===== config.mk =====
export PLATFORM = sky130hd
export DESIGN_NAME = ubst_core
export DESIGN_NICKNAME = d
export VERILOG_FILES = /design/src/ubst_pkg.sv /design/src/ubst_core.sv
export VERILOG_INCLUDE_DIRS = /design/src
export SDC_FILE = /design/constraint.sdc
export NUM_CORES = 1
export LEC_CHECK = 0
export ABC_AREA = 1
export BUFFER_PORTS_ARGS = -buffer_cell sky130_fd_sc_hd__clkbuf_2
export CAP_MARGIN = 40
export CORE_MARGIN = 10
export CORE_UTILIZATION = 54
export CTS_BUF_LIST = sky130_fd_sc_hd__clkbuf_4
export DETAILED_ROUTE_END_ITERATION = 8
export GPL_ROUTABILITY_DRIVEN = 1
export PLACE_DENSITY = 0.87
export SYNTH_ARGS = -nofsm -noshare
export SYNTH_HDL_FRONTEND = slang
export SYNTH_SLANG_ARGS = --single-unit

===== constraint.sdc =====
create_clock -name mclk -period 4.35 [get_ports mclk]
set_input_delay 0 -clock mclk [delete_from_list [all_inputs] [get_ports mclk]]
set_output_delay 0 -clock mclk [all_outputs]
set_load 0.005 [all_outputs]

===== src/ubst_params.svh =====
// constant definitions for the uart baud, sleep and time-out block
`ifndef UBST_PARAMS_SVH
`define UBST_PARAMS_SVH

// register byte addresses
`define UBST_ADDR_DIVLO 4'h0
`define UBST_ADDR_DIVHI 4'h1
`define UBST_ADDR_IER 4'h2
`define UBST_ADDR_LCR 4'h3
`define UBST_ADDR_MCR 4'h4
`define UBST_ADDR_EFR 4'h5
`define UBST_ADDR_SRATE 4'h6
`define UBST_ADDR_STAT 4'h7
`define UBST_ADDR_IIR 4'h8
`define UBST_ADDR_EVT 4'h9

// field positions
`define UBST_IER_SLEEP 4
`define UBST_EFR_ENH 4
`define UBST_LCR_BREAK 6
`define UBST_MCR_PRESC 7
`define UBST_EVT_RXRD 0
`define UBST_EVT_TXWR 1
`define UBST_EVT_CLRTO 2

// reset values and constants
`define UBST_LCR_RESET 8'h1D
`define UBST_BASE_SAMPLES 6'h10
`define UBST_PRESC_LAST 2'h3
`define UBST_TO_CHARS 4'h4
`define UBST_FRAME_BITS 4'hC
`define UBST_IIR_NONE 6'h01
`define UBST_IIR_TIMEOUT 6'h0C
`define UBST_IIR_THR 6'h02
`define UBST_UNMAPPED 32'h0000_0000

`endif


===== src/ubst_pkg.sv =====
// type definitions for the uart baud, sleep and time-out block
package ubst_pkg;
    typedef enum logic [1:0] {
        UBST_RUN = 2'b00,
        UBST_SLEEP = 2'b01
    } ubst_pwr_t;
    typedef logic [7:0] ubst_byte_t;
endpackage


===== src/ubst_core.sv =====
// uart baud generator, sleep control, receive time-out and break logic
//
// Notes on behaviour
// - any low interrupt enable bit set lets a pending source drive the active-low interrupt output
// - low enable bits all zero means polled mode, interrupt output stays high
// - sleep allowed only with enhanced bit 4 and interrupt enable bit 4 set
// - sleep needs idle rx, empty tx fifo and shifter, only tx-holding pending
// - never sleep while the receive fifo holds data
// - asleep, the uart clock enable is stopped
// - wake on rx change, modem input change or host tx fifo write
// - time-out interrupt four character times after last char below trigger
// - time-out counter restarts at stop bit middle and on rx fifo read
// - break when rx stays low longer than one full frame
// - line control bit 6 forces tx low until software clears it
// - divisor runs from 1 to 2^16 minus one
// - prescaler divides by 4 when modem control bit 7 set, by 1 after reset
// - divisor is high byte over low byte
// - samples per bit are 16 minus trim plus add
// - divisor of zero gives no baud clock
// - one generator sets both tx and rx bit rates
// - time-out reported as identification code 00 1100, priority 2; the core puts it above every pending source
`timescale 1ns/1ps
`default_nettype none
`include "ubst_params.svh"

module ubst_core (
    // clock and reset
    input wire logic mclk,
    input wire logic rstn,
    // avalon-mm slave
    input wire logic [3:0] avs_address,
    input wire logic avs_read,
    input wire logic avs_write,
    input wire logic [31:0] avs_writedata,
    output logic [31:0] avs_readdata,
    output logic avs_waitrequest,
    // line and modem pins
    input wire logic rx_in,
    input wire logic [3:0] modem_in,
    output logic tx_out,
    // status from the rest of the uart
    input wire logic rx_fifo_nonempty,
    input wire logic rx_below_trigger,
    input wire logic tx_fifo_empty,
    input wire logic tx_shift_empty,
    input wire logic [5:0] pending_irq,
    input wire logic stop_bit_mid,
    // outputs to the rest of the uart
    output logic irq_n,
    output logic uart_clk_en,
    output logic sample_tick,
    output logic bit_tick,
    output logic break_detect,
    output logic [5:0] interrupt_ident_reg
);
    import ubst_pkg::*;

    // ------------------------------------------------------------
    // registers
    // ------------------------------------------------------------
    ubst_byte_t div_low_reg, divisor_high_byte, interrupt_enable_reg;
    ubst_byte_t line_control_reg, modem_control_reg, enhanced_feature_reg;
    logic [3:0] sample_rate_trim, sample_rate_add;
    ubst_pwr_t pwr_reg;
    logic timeout_flag_reg;

    // bus decode; one wait state so every answer comes from a flop
    logic ack_reg;
    wire req = (avs_read | avs_write) & ~ack_reg;
    wire wr = avs_write & ack_reg;
    wire wr_divlo = wr & (avs_address == `UBST_ADDR_DIVLO);
    wire wr_divhi = wr & (avs_address == `UBST_ADDR_DIVHI);
    wire wr_ier = wr & (avs_address == `UBST_ADDR_IER);
    wire wr_lcr = wr & (avs_address == `UBST_ADDR_LCR);
    wire wr_mcr = wr & (avs_address == `UBST_ADDR_MCR);
    wire wr_efr = wr & (avs_address == `UBST_ADDR_EFR);
    wire wr_srate = wr & (avs_address == `UBST_ADDR_SRATE);
    wire wr_evt = wr & (avs_address == `UBST_ADDR_EVT);
    wire ev_rx_read = wr_evt & avs_writedata[`UBST_EVT_RXRD];
    wire ev_tx_write = wr_evt & avs_writedata[`UBST_EVT_TXWR];
    wire ev_clr_to = wr_evt & avs_writedata[`UBST_EVT_CLRTO];

    // ------------------------------------------------------------
    // baud generator
    // ------------------------------------------------------------
    wire [15:0] divisor = {divisor_high_byte, div_low_reg};
    wire div_zero = (divisor == 16'h0000);
    wire presc4 = modem_control_reg[`UBST_MCR_PRESC];
    wire [5:0] samples_per_bit = `UBST_BASE_SAMPLES - {2'b00, sample_rate_trim}
        + {2'b00, sample_rate_add};
    logic [1:0] presc_cnt_reg;
    logic [15:0] div_cnt_reg;
    logic [5:0] samp_cnt_reg;
    wire presc_tick = uart_clk_en & (~presc4 | (presc_cnt_reg == `UBST_PRESC_LAST));
    wire div_roll = presc_tick & ~div_zero & (div_cnt_reg >= divisor - 16'h0001);
    wire samp_roll = div_roll & (samp_cnt_reg >= samples_per_bit - 6'h01);

    // prescaler, divisor and sample counters
    always_ff @(posedge mclk or negedge rstn) begin
        if (!rstn) begin
            presc_cnt_reg <= 2'h0;
            div_cnt_reg <= 16'h0000;
            samp_cnt_reg <= 6'h00;
        end else begin
            if (uart_clk_en) presc_cnt_reg <= presc_cnt_reg + 2'h1;
            if (div_zero) div_cnt_reg <= 16'h0000;
            else if (div_roll) div_cnt_reg <= 16'h0000;
            else if (presc_tick) div_cnt_reg <= div_cnt_reg + 16'h0001;
            if (samp_roll) samp_cnt_reg <= 6'h00;
            else if (div_roll) samp_cnt_reg <= samp_cnt_reg + 6'h01;
        end
    end

    // one tick pair feeds both directions
    always_ff @(posedge mclk or negedge rstn) begin
        if (!rstn) begin
            sample_tick <= 1'b0;
            bit_tick <= 1'b0;
        end else begin
            sample_tick <= div_roll;
            bit_tick <= samp_roll;
        end
    end

    // ------------------------------------------------------------
    // receive time-out and break
    // ------------------------------------------------------------
    logic [3:0] to_bits_reg, to_chars_reg, low_bits_reg, low_chars_reg;
    wire to_restart = stop_bit_mid | ev_rx_read;
    wire char_done = samp_roll & (to_bits_reg == `UBST_FRAME_BITS - 4'h1);
    wire to_fire = char_done & (to_chars_reg == `UBST_TO_CHARS - 4'h1)
        & rx_fifo_nonempty & rx_below_trigger;
    // the first tick after the fall ends a partial bit, so wait for one more
    wire low_char = samp_roll & ~rx_in & (low_bits_reg == `UBST_FRAME_BITS);
    wire rx_idle = rx_in & ~break_detect;

    // time-out counter counts character times while data waits
    always_ff @(posedge mclk or negedge rstn) begin
        if (!rstn) begin
            to_bits_reg <= 4'h0;
            to_chars_reg <= 4'h0;
        end else if (to_restart || !rx_fifo_nonempty) begin
            to_bits_reg <= 4'h0;
            to_chars_reg <= 4'h0;
        end else if (samp_roll) begin
            to_bits_reg <= char_done ? 4'h0 : to_bits_reg + 4'h1;
            if (char_done && to_chars_reg != `UBST_TO_CHARS) to_chars_reg <= to_chars_reg + 4'h1;
        end
    end

    // timeout flag: set wins over a read or a clear
    always_ff @(posedge mclk or negedge rstn) begin
        if (!rstn) timeout_flag_reg <= 1'b0;
        else if (to_fire) timeout_flag_reg <= 1'b1;
        else if (ev_rx_read || ev_clr_to || !rx_fifo_nonempty) timeout_flag_reg <= 1'b0;
    end

    // break: low for more than a whole frame of bit times
    always_ff @(posedge mclk or negedge rstn) begin
        if (!rstn) begin
            low_bits_reg <= 4'h0;
            low_chars_reg <= 4'h0;
            break_detect <= 1'b0;
        end else if (rx_in) begin
            low_bits_reg <= 4'h0;
            low_chars_reg <= 4'h0;
            break_detect <= 1'b0;
        end else if (samp_roll) begin
            low_bits_reg <= low_char ? 4'h0 : low_bits_reg + 4'h1;
            if (low_char) break_detect <= 1'b1;
        end
    end

    // ------------------------------------------------------------
    // sleep control
    // ------------------------------------------------------------
    logic rx_prev_reg;
    logic [3:0] modem_prev_reg;
    wire sleep_en = enhanced_feature_reg[`UBST_EFR_ENH]
        & interrupt_enable_reg[`UBST_IER_SLEEP];
    wire only_thr = (pending_irq == `UBST_IIR_NONE) | (pending_irq == `UBST_IIR_THR);
    wire can_sleep = sleep_en & rx_idle & tx_fifo_empty & tx_shift_empty
        & only_thr & ~timeout_flag_reg & ~rx_fifo_nonempty;
    wire wake = (rx_in != rx_prev_reg) | (modem_in != modem_prev_reg)
        | ev_tx_write;

    // power state; wake wins over a fresh sleep entry
    always_ff @(posedge mclk or negedge rstn) begin
        if (!rstn) begin
            pwr_reg <= UBST_RUN;
            uart_clk_en <= 1'b1;
            rx_prev_reg <= 1'b1;
            modem_prev_reg <= 4'h0;
        end else begin
            rx_prev_reg <= rx_in;
            modem_prev_reg <= modem_in;
            case (pwr_reg)
                UBST_RUN: begin
                    if (can_sleep && !wake) begin
                        pwr_reg <= UBST_SLEEP;
                        uart_clk_en <= 1'b0;
                    end
                end
                UBST_SLEEP: begin
                    if (wake || !sleep_en) begin
                        pwr_reg <= UBST_RUN;
                        uart_clk_en <= 1'b1;
                    end
                end
                default: begin
                    pwr_reg <= UBST_RUN;
                    uart_clk_en <= 1'b1;
                end
            endcase
        end
    end

    // ------------------------------------------------------------
    // host registers, line and interrupt outputs
    // ------------------------------------------------------------
    // divisor writes during sleep are the host's fault and are not blocked
    always_ff @(posedge mclk or negedge rstn) begin
        if (!rstn) begin
            div_low_reg <= 8'h00;
            divisor_high_byte <= 8'h00;
            interrupt_enable_reg <= 8'h00;
            line_control_reg <= `UBST_LCR_RESET;
            modem_control_reg <= 8'h00;
            enhanced_feature_reg <= 8'h00;
            sample_rate_trim <= 4'h0;
            sample_rate_add <= 4'h0;
        end else begin
            if (wr_divlo) div_low_reg <= avs_writedata[7:0];
            if (wr_divhi) divisor_high_byte <= avs_writedata[7:0];
            if (wr_ier) interrupt_enable_reg <= avs_writedata[7:0];
            if (wr_lcr) line_control_reg <= avs_writedata[7:0];
            if (wr_mcr) modem_control_reg <= avs_writedata[7:0];
            if (wr_efr) enhanced_feature_reg <= avs_writedata[7:0];
            if (wr_srate) sample_rate_trim <= avs_writedata[3:0];
            if (wr_srate) sample_rate_add <= avs_writedata[7:4];
        end
    end

    // identification code: time-out sits above tx-holding
    wire [5:0] iir_next = timeout_flag_reg ? `UBST_IIR_TIMEOUT : pending_irq;
    wire irq_on = (|interrupt_enable_reg[3:0]) & (iir_next != `UBST_IIR_NONE);

    // registered pin outputs
    always_ff @(posedge mclk or negedge rstn) begin
        if (!rstn) begin
            tx_out <= 1'b1;
            irq_n <= 1'b1;
            interrupt_ident_reg <= `UBST_IIR_NONE;
        end else begin
            tx_out <= ~line_control_reg[`UBST_LCR_BREAK];
            irq_n <= ~irq_on;
            interrupt_ident_reg <= iir_next;
        end
    end

    // read mux; unmapped addresses return zero
    logic [31:0] rd_mux;
    assign rd_mux =
        (avs_address == `UBST_ADDR_DIVLO) ? {24'h0, div_low_reg} :
        (avs_address == `UBST_ADDR_DIVHI) ? {24'h0, divisor_high_byte} :
        (avs_address == `UBST_ADDR_IER) ? {24'h0, interrupt_enable_reg} :
        (avs_address == `UBST_ADDR_LCR) ? {24'h0, line_control_reg} :
        (avs_address == `UBST_ADDR_MCR) ? {24'h0, modem_control_reg} :
        (avs_address == `UBST_ADDR_EFR) ? {24'h0, enhanced_feature_reg} :
        (avs_address == `UBST_ADDR_SRATE) ? {24'h0, sample_rate_add, sample_rate_trim} :
        (avs_address == `UBST_ADDR_STAT) ? {26'h0, pwr_reg == UBST_SLEEP, break_detect,
            timeout_flag_reg, rx_idle, div_zero, uart_clk_en} :
        (avs_address == `UBST_ADDR_IIR) ? {26'h0, iir_next} : `UBST_UNMAPPED;

    // avalon handshake: waitrequest low one cycle after request
    always_ff @(posedge mclk or negedge rstn) begin
        if (!rstn) begin
            ack_reg <= 1'b0;
            avs_waitrequest <= 1'b1;
            avs_readdata <= 32'h0000_0000;
        end else begin
            ack_reg <= req;
            avs_waitrequest <= ~req;
            if (req) avs_readdata <= rd_mux;
        end
    end
endmodule
`default_nettype wire


==> impl_metrics.csv <==
group,metric,value,unit
clocking,cts_tree,"yes",
logic_synthesis,synth_ff_type,"dfrtp_1",
power_and_ir_drop,p_leak,3.86,nW
grt,grt_max_degree,66,
grt,grt_overflow,0,
placement,finalWeightedCongestion,0.906,
cells_and_area,drive_above_1_share,12.9,%
logic_synthesis,postSynthCellCount,831,
sta,setup_violations,0,
logic_synthesis,ys_ff_latch,121,
power_and_ir_drop,combPwrFrac,27.6,%
setup_path,arrival,4.09,ns
sta,rsz0062_at_grt,"no",
grt,antenna_found_initial,1,
placement,hpwlAfterDp,11600,um
power_and_ir_drop,cellInternalPower,2.03,mW
setup_path,cp-start-kind,"flip-flop",
drt,drt-total-wl,16800,um
setup_path,r2r_cells,19,
clocking,h-tree-depth,4,
clocking,ctsRootBufferMaster,"clkbuf_4",
drt,avgRoutedWirePerCell,15.2,um
setup_path,crit_path_cell_trace,"inv_1 > nand2_1 > nor3_2 > nand2_2 > nor2_2 > inv_2 > nor4_1 > xor2_1 > inv_1 > ha_1 > nand2_1 > inv_1 > nand3_1 > nor2_1 > nand3_1 > nand3_2 > nand4_1 > o32ai_1 > dlygate4sd3_1",
setup_path,end_kind,"flip-flop",
power_and_ir_drop,power,3.13,mW
grt,grt_pass1_wl,28000,um
placement,post-place-ws,1.13,ns
clocking,clkTransAtPathRegs,0.11,ns
logic_synthesis,syn_area_per_cell,8.16,um2
status,outcome,"completed",
clocking,clkLatencyLatePin,0.54,ns
drt,postRouteAntennaNets,0,
power_and_ir_drop,p_switching,1.09,mW
logic_synthesis,synth.area.mux_share,0.166,%
logic_synthesis,synth_cell_types,44,
sta,tightest_slew,0.728,ns
logic_synthesis,synth_warnings,0,
setup_path,cp_slowest_stage_delay,0.60,ns
power_and_ir_drop,vdd_drop_max,0.249,mV
grt,grt_pass1_vias,5744,
floorplan,dieWidth,132,um
hold_path,hold_path.class,"input pin to async pin",
cells_and_area,fillers,978,
drt,drtIter0Drc,767,
floorplan,core_area,12200,um2
sta,whs,0.0388,ns
logic_synthesis,synth_top_family_by_area,"simple AND/OR/NAND/NOR gates",
cells_and_area,final_util,63.9,%
power_and_ir_drop,clock_power_share,26.0,%
power_and_ir_drop,power_density,402,nW/um2
sta,hold_viol,0,
setup_path,path_common_cell,"inv_1",
sta,min_period_over_period,82.9,%
sta,fmax,277,MHz
drt,drt_first_pass_iters,6,
logic_synthesis,seq_area_frac_synth,44.8,%
setup_path,critPathSlowestCell,"dlygate4sd3_1",
sta,timing.slew.headroom,51.3,%
logic_synthesis,synth_compound_area_share,11.9,%
cells_and_area,fin_nets,1018,
logic_synthesis,synth_xor_xnor_area_share,4.52,%
floorplan,rows,40,
floorplan,ios,101,
cells_and_area,largest_register_ff_count,16,
drt,drc_errors,0,
setup_path,worstSetupPathType,"flip-flop to flip-flop",
sta,drv_slew,0,
clocking,cts.path.max_buffers,2,
sta,finalClockSkew,0.0203,ns
grt,gr-usage-all-layers,19.5,%
floorplan,die_area,17400,um2
sta,setup_slack,0.742,ns
logic_synthesis,netlist_area,6780,um2
logic_synthesis,synthArstFlopShare,100,%
clocking,post_cts_buffers,0,
logic_synthesis,synth_simple_gate_area_share,22.2,%
logic_synthesis,synth-adder-area-share,6.75,%
placement,port_buffers,52,
logic_synthesis,synth_edf_count,0,
sta,min_period,3.61,ns
cells_and_area,syn_to_final_growth,14.5,%
sta,tns,0,ns
floorplan,die_y,132,um
run,maxCapViolations,0,
floorplan,initial_core_util,55.8,%
clocking,cts.sink_count,121,
power_and_ir_drop,switching_share,34.9,%
clocking,numCtsBuffers,17,
drt,vias_per_cell,5.29,
setup_path,cp_max_fo,5,
drt,via_count,5866,
power_and_ir_drop,seqPwrFrac,46.4,%
setup_path,cp.required,4.83,ns
==> worst paths after layout <==
kind | startpoint | endpoint | slack [ns]
worst max-delay path | div_low_reg[0]$_DFFE_PN0P_ | timeout_flag_reg$_DFFE_PN0P_ | 0.74
worst min-delay path | rstn | line_control_reg[3]$_DFFE_PN1P_ | 0.04
worst max register to register | div_low_reg[0]$_DFFE_PN0P_ | timeout_flag_reg$_DFFE_PN0P_ | 0.74
worst min register to register | line_control_reg[6]$_DFFE_PN0P_ | tx_out$_DFF_PN1_ | 0.42
max in group asynchronous | rstn | interrupt_enable_reg[4]$_DFFE_PN0P_ | 3.16
min in group mclk | avs_address[1] | avs_readdata[1]$_DFFE_PN0P_ | 0.11
==> cell usage in the layout (no fill, tap or decap), types with 2 or more instances in the layout <==
cell type      Yosys  final
a21oi_1           27     27
o211ai_1           3      3
dfstp_2           10     10
nand4_1           14     14
nor2_1            56     56
xnor2_1           11     11
nor2_2            11     11
conb_1             1     24
buf_4             24      2
clkbuf_4           0     19
xor2_1            24     24
or2_2              2      2
clkinv_1           2      7
o21ai_0           81     81
inv_1            109    109
clkbuf_2           0     51
nor4_1             4      4
clkinv_2           0      5
o22ai_1           13     13
ha_1              35     35
o21ai_2            3      3
o21ai_1            6      6
dlygate4sd3_1      0     33
nand3_1           46     46
nor3_1            11     11
o2111ai_1          3      3
nand2_1          191    191
nand3_2            4      4
dfrtp_1          111    111
bufinv_16          0      3
inv_2              3      3
==> metrics by stage <==
| step | cells | instance area (um2) |
|---|---|---|
| floorplan | 854 | 6870 |
| global placement | 1041 | 7130 |
| detailed placement | 1042 | 7160 |
| CTS | 1107 | 7760 |
| global route | 1108 | 7770 |
| finish | 1108 | 7770 |
==> metal layers <==
| layer | global-route usage, % | share of wire, % |
|---|---|---|
| met4 | 10.8 | 4.2 |
| met1 | 22.3 | 39 |
| met3 | 4.57 | 6.2 |
| met2 | 33.0 | 51 |
| met5 | 0 | 0 |
==> worst max-delay path, delay by kind of cell (launching register included) <==
kind                       cells  cell delay, ns
xor gates and xnor gates       1            0.17
DFF                            1            0.40
buffers and inverters          5            0.94
AOI/OAI and AO/OA              1            0.17
and+or+nand+nor               11            1.59
adders and majority gates      1            0.28
==> cells by family after synthesis <==
family | Yosys count
AOI/OAI and AO/OA | 145
xor gates and xnor gates | 35
muxes | 1
other | 1
DFF | 121
buffers and inverters | 148
and+or+nand+nor | 344
adders and majority gates | 36
==> cell type report <==
type,instances,area [um2],share of cell area [%]
Antenna cell,1,2.50,0.0322
Clock buffer,19,143,1.84
Clock inverter,13,134,1.72
Inverter,114,428,5.51
Multi-Input combinational cell,585,3180,41.0
Sequential cell,121,3040,39.1
Tap cell,168,210,2.71
Timing Repair Buffer,87,628,8.09
==> cell usage after synthesis, types with 3 or more instances <==
| cell | count | area, um2 |
|---|---|---|
| dfrtp_1 | 111 | 2780 |
| nor2_2 | 11 | 68.8 |
| nand3_2 | 4 | 40.0 |
| nand3_1 | 46 | 230 |
| inv_1 | 109 | 409 |
| o21ai_1 | 6 | 30.0 |
| o21ai_2 | 3 | 26.3 |
| ha_1 | 35 | 438 |
| a21oi_1 | 27 | 135 |
| nor3_1 | 11 | 55.1 |
| xnor2_1 | 11 | 96.3 |
| buf_4 | 24 | 180 |
| nor2_1 | 56 | 210 |
| nand2_1 | 191 | 717 |
| inv_2 | 3 | 11.3 |
| o2111ai_1 | 3 | 26.3 |
| xor2_1 | 24 | 210 |
| o21ai_0 | 81 | 405 |
| dfstp_2 | 10 | 263 |
| nor4_1 | 4 | 25.0 |
| nand4_1 | 14 | 87.6 |
| o22ai_1 | 13 | 81.3 |
| o211ai_1 | 3 | 22.5 |
| clkbuf_1 | 8 | 30.0 |
==> power groups by stage <==
stage | combinational [mW] | sequential, mW | clock [mW]
final | 0.861 | 1.45 | 0.813
after global routing | 1.00 | 1.47 | 0.876
after CTS | 0.853 | 1.44 | 0.819
after detailed placement | 0.825 | 1.46 | 0
after global placement | 0.783 | 1.45 | 0
after floorplan | 0.630 | 1.42 | 0
==> what timing repair did <==
item | CTS | global route
hold buffers | 33 | 0
hold endpoints to repair | 207 | 0
resized for setup | 0 | 0
Note: power is estimated with default switching activity, not from simulation.
